File: src/logic/ocef_pkg.sv
// Package for the overcurrent and earth-fault trip logic
package ocef_pkg;
  localparam int CLK_HZ = 20_000_000;
  localparam int MS_CYC = CLK_HZ / 1000;
  localparam logic [4:0] OFS_CTRL     = 5'h00;
  localparam logic [4:0] OFS_PH_LOW   = 5'h04;
  localparam logic [4:0] OFS_PH_HIGH  = 5'h08;
  localparam logic [4:0] OFS_EF_LOW   = 5'h0C;
  localparam logic [4:0] OFS_EF_HIGH  = 5'h10;
  localparam logic [4:0] OFS_MATRIX   = 5'h14;
  localparam logic [4:0] OFS_STATUS   = 5'h18;
  localparam logic [4:0] OFS_TIMES    = 5'h1C;
  localparam logic [31:0] CTRL_RST    = 32'h0000_0007;
  localparam logic [31:0] MATRIX_RST  = 32'h0000_0000;
  localparam logic [31:0] THR_RST     = 32'h0000_FFFF;
  localparam logic [31:0] TIMES_RST   = 32'h0000_0000;
  localparam int CT_PHEN = 0;
  localparam int CT_INVERSE_TIME_CHARACTERISTIC = 3;
  localparam int CT_HINST = 4;
  localparam int CT_BLK = 5;
  localparam int CT_EXTTRIP = 9;
  localparam int CT_DPOLE = 10;
  localparam int CT_FAIL = 11;
  localparam logic [1:0] RESP_OKAY   = 2'b00;
  localparam logic [1:0] RESP_SLVERR = 2'b10;
endpackage

File: src/logic/ocef_trip_logic.sv
// Overcurrent and earth-fault start, timing and trip logic with AXI4-Lite registers
//
// Implementation choices: the AXI4-Lite register port and the register offsets.
`timescale 1ns/1ps
// Functional notes
// Phase above low-set starts stage and timer
// Low-set overcurrent trips when timer elapses
// High-set overcurrent starts, times, trips
// Low-set choose definite or inverse time
// High-set overcurrent instantaneous or definite
// Evaluate three, two or one phases
// Matrix routes starts to contact outputs
// One external control input, channel eight
// Control input blocks stages or trips
// Earth-fault low-set starts on residual current
// Earth-fault low-set trips when timer elapses
// Earth-fault high-set starts, times, trips
// Earth-fault stages definite time only
// Control input can block earth-fault stages
// All trips drive breaker open output
// Single-pole default, double-pole optional
// Trip circuit supervised by injected current
// Five signal contacts, one internal fault
// Four signals show stage start or trip
// Drop below start resets stage silently
module ocef_trip_logic #(
  parameter int CW = 16,
  parameter int TW = 24
) (
  input  wire logic          CLK_SYS,       // System clock
  input  wire logic          RST,           // Sync reset, high
  input  wire logic [CW-1:0] I_PH_A,        // Phase A magnitude
  input  wire logic [CW-1:0] I_PH_B,        // Phase B magnitude
  input  wire logic [CW-1:0] I_PH_C,        // Phase C magnitude
  input  wire logic [CW-1:0] I_RES,         // Residual current
  input  wire logic          EXT_CTRL,      // External control input
  input  wire logic          TCS_OK,        // Trip circuit current seen
  input  wire logic          SELF_OK,       // Self-supervision healthy
  output logic               OPEN_P,        // Breaker open, positive pole
  output logic               OPEN_N,        // Breaker open, negative pole
  output logic               TCS_INJECT,    // Supervision current enable
  output logic [3:0]         SIGNAL,        // Signal contacts 1..4
  output logic               INTERNAL_FAULT_ALARM, // Internal fault contact
  input  wire logic [4:0]    S_AXI_AWADDR,  // AXI write address
  input  wire logic          S_AXI_AWVALID, // AXI
  output logic               S_AXI_AWREADY, // AXI
  input  wire logic [31:0]   S_AXI_WDATA,   // AXI
  input  wire logic [3:0]    S_AXI_WSTRB,   // AXI
  input  wire logic          S_AXI_WVALID,  // AXI
  output logic               S_AXI_WREADY,  // AXI
  output logic [1:0]         S_AXI_BRESP,   // AXI
  output logic               S_AXI_BVALID,  // AXI
  input  wire logic          S_AXI_BREADY,  // AXI
  input  wire logic [4:0]    S_AXI_ARADDR,  // AXI
  input  wire logic          S_AXI_ARVALID, // AXI
  output logic               S_AXI_ARREADY, // AXI
  output logic [31:0]        S_AXI_RDATA,   // AXI
  output logic [1:0]         S_AXI_RRESP,   // AXI
  output logic               S_AXI_RVALID,  // AXI
  input  wire logic          S_AXI_RREADY   // AXI
);
  // Stage indices: 0 phase low, 1 phase high, 2 earth low, 3 earth high
  logic [31:0] ctrl_reg, ph_low_reg, ph_high_reg, ef_low_reg, ef_high_reg;
  logic [31:0] matrix_reg, times_reg;
  logic [TW-1:0] tmr_reg [4];
  logic [15:0] pre_reg;
  logic [3:0]  start_reg, trip_reg;
  logic        tcs_fail_reg;
  logic        ms_tick;

  function automatic logic [31:0] wmerge(input logic [31:0] old, input logic [31:0] nw,
                                         input logic [3:0] be);
    for (int i = 0; i < 4; i++)
      wmerge[i*8 +: 8] = be[i] ? nw[i*8 +: 8] : old[i*8 +: 8];
  endfunction

  // Phase enable mask: bits 0..2
  wire [2:0] ph_en = ctrl_reg[ocef_pkg::CT_PHEN +: 3];
  wire [CW-1:0] ph_a = ph_en[0] ? I_PH_A : '0;
  wire [CW-1:0] ph_b = ph_en[1] ? I_PH_B : '0;
  wire [CW-1:0] ph_c = ph_en[2] ? I_PH_C : '0;
  wire [CW-1:0] ab_max = (ph_a > ph_b) ? ph_a : ph_b;
  wire [CW-1:0] ph_max = (ab_max > ph_c) ? ab_max : ph_c;
  wire [3:0] blk_sel = ctrl_reg[ocef_pkg::CT_BLK +: 4];
  wire [3:0] blocked = EXT_CTRL ? blk_sel : 4'h0;
  wire ext_trip = EXT_CTRL && ctrl_reg[ocef_pkg::CT_EXTTRIP];
  wire [3:0] above;
  assign above[0] = ph_max > ph_low_reg[CW-1:0];
  assign above[1] = ph_max > ph_high_reg[CW-1:0];
  assign above[2] = I_RES > ef_low_reg[CW-1:0];
  assign above[3] = I_RES > ef_high_reg[CW-1:0];
  wire [3:0] started = above & ~blocked;
  // Inverse time: set time scaled by threshold over current
  wire [TW+CW-1:0] inverse_time_characteristic_num = (TW+CW)'(times_reg[7:0]);
  wire [TW+CW-1:0] inverse_time_characteristic_q = (inverse_time_characteristic_num * (TW+CW)'(ph_low_reg[CW-1:0]))
                            / (TW+CW)'(ph_max | {{(CW-1){1'b0}}, 1'b1});
  wire [TW-1:0] t_low_ph = ctrl_reg[ocef_pkg::CT_INVERSE_TIME_CHARACTERISTIC] ? inverse_time_characteristic_q[TW-1:0]
                                                       : TW'(times_reg[7:0]);
  wire [TW-1:0] t_set [4];
  assign t_set[0] = t_low_ph;
  assign t_set[1] = ctrl_reg[ocef_pkg::CT_HINST] ? '0 : TW'(times_reg[15:8]);
  assign t_set[2] = TW'(times_reg[23:16]);
  assign t_set[3] = TW'(times_reg[31:24]);
  assign ms_tick = (pre_reg == 16'(ocef_pkg::MS_CYC - 1));
  wire any_trip = (|trip_reg) || ext_trip;

  always_ff @(posedge CLK_SYS)
  begin
    if (RST)
      pre_reg <= 16'h0000;
    else
      pre_reg <= ms_tick ? 16'h0000 : pre_reg + 16'h0001;
  end

  // Each stage times in ms ticks while started; drop-out clears it
  for (genvar s = 0; s < 4; s++)
  begin : g_stage
    always_ff @(posedge CLK_SYS)
    begin
      if (RST || !started[s])
      begin
        tmr_reg[s]   <= '0;
        start_reg[s] <= 1'b0;
        trip_reg[s]  <= 1'b0;
      end
      else
      begin
        start_reg[s] <= 1'b1;
        if (tmr_reg[s] >= t_set[s])
          trip_reg[s] <= 1'b1;
        else if (ms_tick)
          tmr_reg[s] <= tmr_reg[s] + TW'(1);
      end
    end
  end

  // Outputs and supervision
  always_ff @(posedge CLK_SYS)
  begin
    if (RST)
    begin
      OPEN_P <= 1'b0;
      OPEN_N <= 1'b0;
      TCS_INJECT <= 1'b0;
      tcs_fail_reg <= 1'b0;
      SIGNAL <= 4'h0;
      INTERNAL_FAULT_ALARM <= 1'b0;
    end
    else
    begin
      OPEN_P <= any_trip;
      OPEN_N <= any_trip && ctrl_reg[ocef_pkg::CT_DPOLE];
      TCS_INJECT <= 1'b1;
      tcs_fail_reg <= !any_trip && !TCS_OK;
      for (int k = 0; k < 4; k++)
        SIGNAL[k] <= |((start_reg & matrix_reg[k*8 +: 4])
                      | (trip_reg & matrix_reg[k*8+4 +: 4]));
      INTERNAL_FAULT_ALARM <= !SELF_OK;
    end
  end

  // AXI4-Lite slave: single-cycle accept, writes once both AW and W valid, reads once AR valid
  wire wr_go = S_AXI_AWVALID && S_AXI_WVALID && !S_AXI_BVALID;
  wire rd_go = S_AXI_ARVALID && !S_AXI_RVALID;
  wire [4:0] wa = S_AXI_AWADDR;
  wire wr_hit = (wa == ocef_pkg::OFS_CTRL) || (wa == ocef_pkg::OFS_PH_LOW)
             || (wa == ocef_pkg::OFS_PH_HIGH) || (wa == ocef_pkg::OFS_EF_LOW)
             || (wa == ocef_pkg::OFS_EF_HIGH) || (wa == ocef_pkg::OFS_MATRIX)
             || (wa == ocef_pkg::OFS_TIMES);
  wire [31:0] status_w = {18'h00000, tcs_fail_reg, OPEN_P, trip_reg, start_reg, 4'h0};
  logic [31:0] rd_mux;
  logic        rd_hit;
  always_comb
  begin
    rd_hit = 1'b1;
    case (S_AXI_ARADDR)
      ocef_pkg::OFS_CTRL:    rd_mux = ctrl_reg;
      ocef_pkg::OFS_PH_LOW:  rd_mux = ph_low_reg;
      ocef_pkg::OFS_PH_HIGH: rd_mux = ph_high_reg;
      ocef_pkg::OFS_EF_LOW:  rd_mux = ef_low_reg;
      ocef_pkg::OFS_EF_HIGH: rd_mux = ef_high_reg;
      ocef_pkg::OFS_MATRIX:  rd_mux = matrix_reg;
      ocef_pkg::OFS_STATUS:  rd_mux = status_w;
      ocef_pkg::OFS_TIMES:   rd_mux = times_reg;
      default:
      begin
        rd_mux = 32'h0000_0000;
        rd_hit = 1'b0;
      end
    endcase
  end

  always_ff @(posedge CLK_SYS)
  begin
    if (RST)
    begin
      ctrl_reg <= ocef_pkg::CTRL_RST;
      ph_low_reg <= ocef_pkg::THR_RST;
      ph_high_reg <= ocef_pkg::THR_RST;
      ef_low_reg <= ocef_pkg::THR_RST;
      ef_high_reg <= ocef_pkg::THR_RST;
      matrix_reg <= ocef_pkg::MATRIX_RST;
      times_reg <= ocef_pkg::TIMES_RST;
    end
    else if (wr_go)
    begin
      case (wa)
        ocef_pkg::OFS_CTRL:    ctrl_reg <= wmerge(ctrl_reg, S_AXI_WDATA, S_AXI_WSTRB);
        ocef_pkg::OFS_PH_LOW:  ph_low_reg <= wmerge(ph_low_reg, S_AXI_WDATA, S_AXI_WSTRB);
        ocef_pkg::OFS_PH_HIGH: ph_high_reg <= wmerge(ph_high_reg, S_AXI_WDATA, S_AXI_WSTRB);
        ocef_pkg::OFS_EF_LOW:  ef_low_reg <= wmerge(ef_low_reg, S_AXI_WDATA, S_AXI_WSTRB);
        ocef_pkg::OFS_EF_HIGH: ef_high_reg <= wmerge(ef_high_reg, S_AXI_WDATA, S_AXI_WSTRB);
        ocef_pkg::OFS_MATRIX:  matrix_reg <= wmerge(matrix_reg, S_AXI_WDATA, S_AXI_WSTRB);
        ocef_pkg::OFS_TIMES:   times_reg <= wmerge(times_reg, S_AXI_WDATA, S_AXI_WSTRB);
        default:               ctrl_reg <= ctrl_reg;
      endcase
    end
  end

  always_ff @(posedge CLK_SYS)
  begin
    if (RST)
    begin
      S_AXI_AWREADY <= 1'b0;
      S_AXI_WREADY <= 1'b0;
      S_AXI_BVALID <= 1'b0;
      S_AXI_BRESP <= ocef_pkg::RESP_OKAY;
      S_AXI_ARREADY <= 1'b0;
      S_AXI_RVALID <= 1'b0;
      S_AXI_RDATA <= 32'h0000_0000;
      S_AXI_RRESP <= ocef_pkg::RESP_OKAY;
    end
    else
    begin
      S_AXI_AWREADY <= wr_go;
      S_AXI_WREADY <= wr_go;
      if (wr_go)
      begin
        S_AXI_BVALID <= 1'b1;
        S_AXI_BRESP <= wr_hit ? ocef_pkg::RESP_OKAY : ocef_pkg::RESP_SLVERR;
      end
      else if (S_AXI_BREADY)
        S_AXI_BVALID <= 1'b0;
      S_AXI_ARREADY <= rd_go;
      if (rd_go)
      begin
        S_AXI_RVALID <= 1'b1;
        S_AXI_RDATA <= rd_mux;
        S_AXI_RRESP <= rd_hit ? ocef_pkg::RESP_OKAY : ocef_pkg::RESP_SLVERR;
      end
      else if (S_AXI_RREADY)
        S_AXI_RVALID <= 1'b0;
    end
  end
endmodule

File: config.mk
export PLATFORM = sky130hd
export DESIGN_NAME = ocef_trip_logic
export DESIGN_NICKNAME = d
export VERILOG_FILES = /design/src/logic/ocef_pkg.sv /design/src/logic/ocef_trip_logic.sv
export SDC_FILE = /design/constraint.sdc
export NUM_CORES = 2
export LEC_CHECK = 0
export BUFFER_PORTS_ARGS = -buffer_cell sky130_fd_sc_hd__buf_2
export CAP_MARGIN = 0
export CORE_ASPECT_RATIO = 1.75
export CORE_MARGIN = 10
export CORE_UTILIZATION = 70
export CTS_CLUSTER_DIAMETER = 60
export DETAILED_ROUTE_END_ITERATION = 10
export PLACE_DENSITY = 0.95
export SLEW_MARGIN = 15
export SYNTH_ARGS = -nofsm -noshare
export SYNTH_HDL_FRONTEND = slang
export SYNTH_SLANG_ARGS = --single-unit
File: constraint.sdc
create_clock -name CLK_SYS -period 369.3 [get_ports CLK_SYS]
set_input_delay 92.325 -clock CLK_SYS [delete_from_list [all_inputs] [get_ports CLK_SYS]]
set_output_delay 92.325 -clock CLK_SYS [all_outputs]
set_load 0.1 [all_outputs]
==> results.tsv <==
stage	metric	value	unit
yosys	Post-synth ARST share	0	%
yosys	synth top area cells	ha_1, dfxtp_1, edfxtp_1, nor2_1, a21oi_1	
final_layout	P&R area growth vs syn	6.34	%
clock_network	CTS root buf	clkbuf_16	
yosys	Post-synth top flop	dfxtp_1	
drt	DRC violations left	0	
drt	initial detailed-routing violation count	4747	
timing	Fmax	0.00503	GHz
timing	RSZ-0062 raised after global routing	no	
drt	Final ANT Viol Nets	0	
flow_run	max cap viols	0	
place	routability cong.	1.04	
global_route	wire length of the first global-routing pass	257	mm
timing	Final Setup Violations	0	
final_layout	Layout Cells excl Fill	7162	
hold_path	Min-Delay Path Class	flip-flop to flip-flop	
drt	DR vias	49632	
timing	Final Slew Violations	0	
final_layout	commonest cells after routing, fill and taps aside	nor2_1, ha_1, nand2_1	
drt	per-cell routed wire length	22.6	um
yosys	Gate Count Post-Synth	6137	
die	Die Height	368	um
timing	Slew @ Worst Pin	1.30	ns
die	Ports	169	
place	placed insts	7097	
timing	clock skew	0.0332	ns
timing	final period utilization	53.8	%
final_layout	share of cells above drive strength 1	8.92	%
final_layout	cell area after layout	51400	um2
drt	drt via density	6.93	
die	DIE WIDTH	219	um
yosys	synthesized flop and latch total	391	
timing	post-route setup TNS	0	ns
yosys	Seq/Total Area, Yosys	18.2	%
worst_setup_path	crit-path max FO	33	
clock_network	CTS Buf Count	35	
yosys	Post-synth EDFFs	96	
global_route	initial antenna violation count	2	
worst_setup_path	CP required	369.70	ns
drt	drt total wl	162	mm
clock_network	clock latency on the worst-skew pair	0.60	ns
global_route	largest net degree at the start of global routing	114	
final_layout	Final #Nets	6969	
die	die footprint	80400	um2
final_layout	max reg flops	96	
worst_setup_path	Worst Setup End Kind	flip-flop	
clock_network	Clock Sinks	391	
clock_network	CTS tree	built	
global_route	vias in the first global route	50193	
worst_setup_path	startpoint types	primary input	
clock_network	hold_buf cts	0	
clock_network	Resized cells post-CTS	0	
worst_setup_path	Worst Path Arrival	199.18	ns
yosys	number of distinct library cells after synthesis	151	
worst_setup_path	CP dominant cell by count	o21a_1	
timing	slew margin rel.	12.9	%
yosys	synthesized area	48300	um2
yosys	Ys Warns	0	
final_layout	leading cell type in the layout, fill and taps excluded	nor2_1	
yosys	share of the synthesized area in the top cell type	13.8	%
worst_setup_path	Worst path max stage delay	0.84	ns
global_route	GRT Resource Usage Total	39.0	%
yosys	synthesized area per cell	7.88	um2
die	Initial Util	70.6	%
timing	crit path time final	198.78	ns
clock_network	H-tree Lvls	2	
clock_network	CTS clk-pin slew, worst paths	0.07	ns
drt	TritonRoute pass-1 iters	9	
run_status	status	finished, final reports clean	
die	row cnt	127	
place	PortBufs	166	
clock_network	clk buf depth	3	
clock_network	post-CTS setup buffer count	0	
place	post-detail-place hpwl	122	mm
place	Placed Area	50200	um2
worst_setup_path	Critical Path Slowest Stage Cell	nor3_2	
timing	Hold Fails Final Rpt	0	
die	core box area	68500	um2
worst_setup_path	Setup CP Type	primary input to flip-flop	
final_layout	Finished Core Util	75.1	%
yosys	cell accounting for the most synthesized area	ha_1	
global_route	GRT overflow	0	
[layout make-up]
type / count / area [um2]
clock buffer: 49 / 1010
antenna: 1 / 2.50
tap: 903 / 1130
sequential: 391 / 8790
multi-input combinational: 5303 / 38000
timing repair buffer: 215 / 1200
clock inverter: 15 / 184
fill: 4910 / 17100
inverter: 285 / 1070
[worst max-delay path, delay by kind of cell]
kind / cells / cell delay (ns)
and+or+nand+nor: 135 / 29.96
AOI/OAI and AO/OA: 271 / 59.84
muxes: 2 / 0.83
xor gates and xnor gates: 15 / 3.53
buffers and inverters: 19 / 3.75
adders and majority gates: 27 / 8.57
[Yosys cell counts (all sizes together), types with 22 or more instances]
master  count
ha        533
mux2i     208
nor3      220
nor2      664
nand4      74
a22oi     102
o21ai     257
o31ai      89
or3        40
nand2     501
nor2b      89
nor4       45
dfxtp     295
a211oi     39
and2      175
or2        68
buf        52
a21oi     439
a21boi     23
inv       285
o211ai     98
clkbuf    165
and4       22
fa         85
xnor2     211
a21o      100
o21a      157
nand2b     84
edfxtp     96
or4        22
o21bai     51
a31oi      73
and3       55
xor2      145
nand3     149
mux2       76
[cells by family (layout without fill, tap and decap cells)]
group | count (synthesis) | after routing | synth area share (%)
AO/OA/AOI/OAI | 1700 | 1700 | 23.9
XOR/XNOR | 356 | 356 | 6.50
adder cells (fa/ha/maj) | 624 | 624 | 17.4
buffers and inverters | 503 | 564 | 4.23
flip-flops | 391 | 391 | 18.2
multiplexers | 284 | 284 | 6.08
other | 1 | 62 | 0.00776
AND/OR/NAND/NOR | 2278 | 2278 | 23.7
[path summary, 6_finish.rpt]
check                           slack (ns)  depth (start not counted)        endpoint            from
worst max-delay path                170.52                        469  tmr_reg[0][16]       I_PH_B[0]
worst min-delay path                  0.49                          2  S_AXI_RDATA[0]  S_AXI_RDATA[0]
worst max register to register      261.49                        468  tmr_reg[0][16]     ctrl_reg[1]
worst min register to register        0.49                          2  S_AXI_RDATA[0]  S_AXI_RDATA[0]
[per-layer routing]
| layer | GRT usage, % | vias to the layer above | share of wire [%] |
|---|---|---|---|
| li1 | - | 22678 | - |
| met1 | 38.9 | 23122 | 34 |
| met2 | 69.1 | 2775 | 49 |
| met3 | 6.92 | 1055 | 7.6 |
| met4 | 32.4 | 2 | 9.3 |
| met5 | 0 | - | 0.0099 |
[per-stage QoR]
step / hold WS, ns / setup WS, ns
floorplan: 0.430 / 178.81
global placement: 0.443 / 176.42
detailed placement: 0.461 / 172.31
CTS: 0.490 / 172.43
global route: 0.514 / 161.92
finish: 0.491 / 170.52
Power is left out: the tool's default activity adds up to more than one toggle a clock period on the data nets, which glitch-free logic cannot reach.
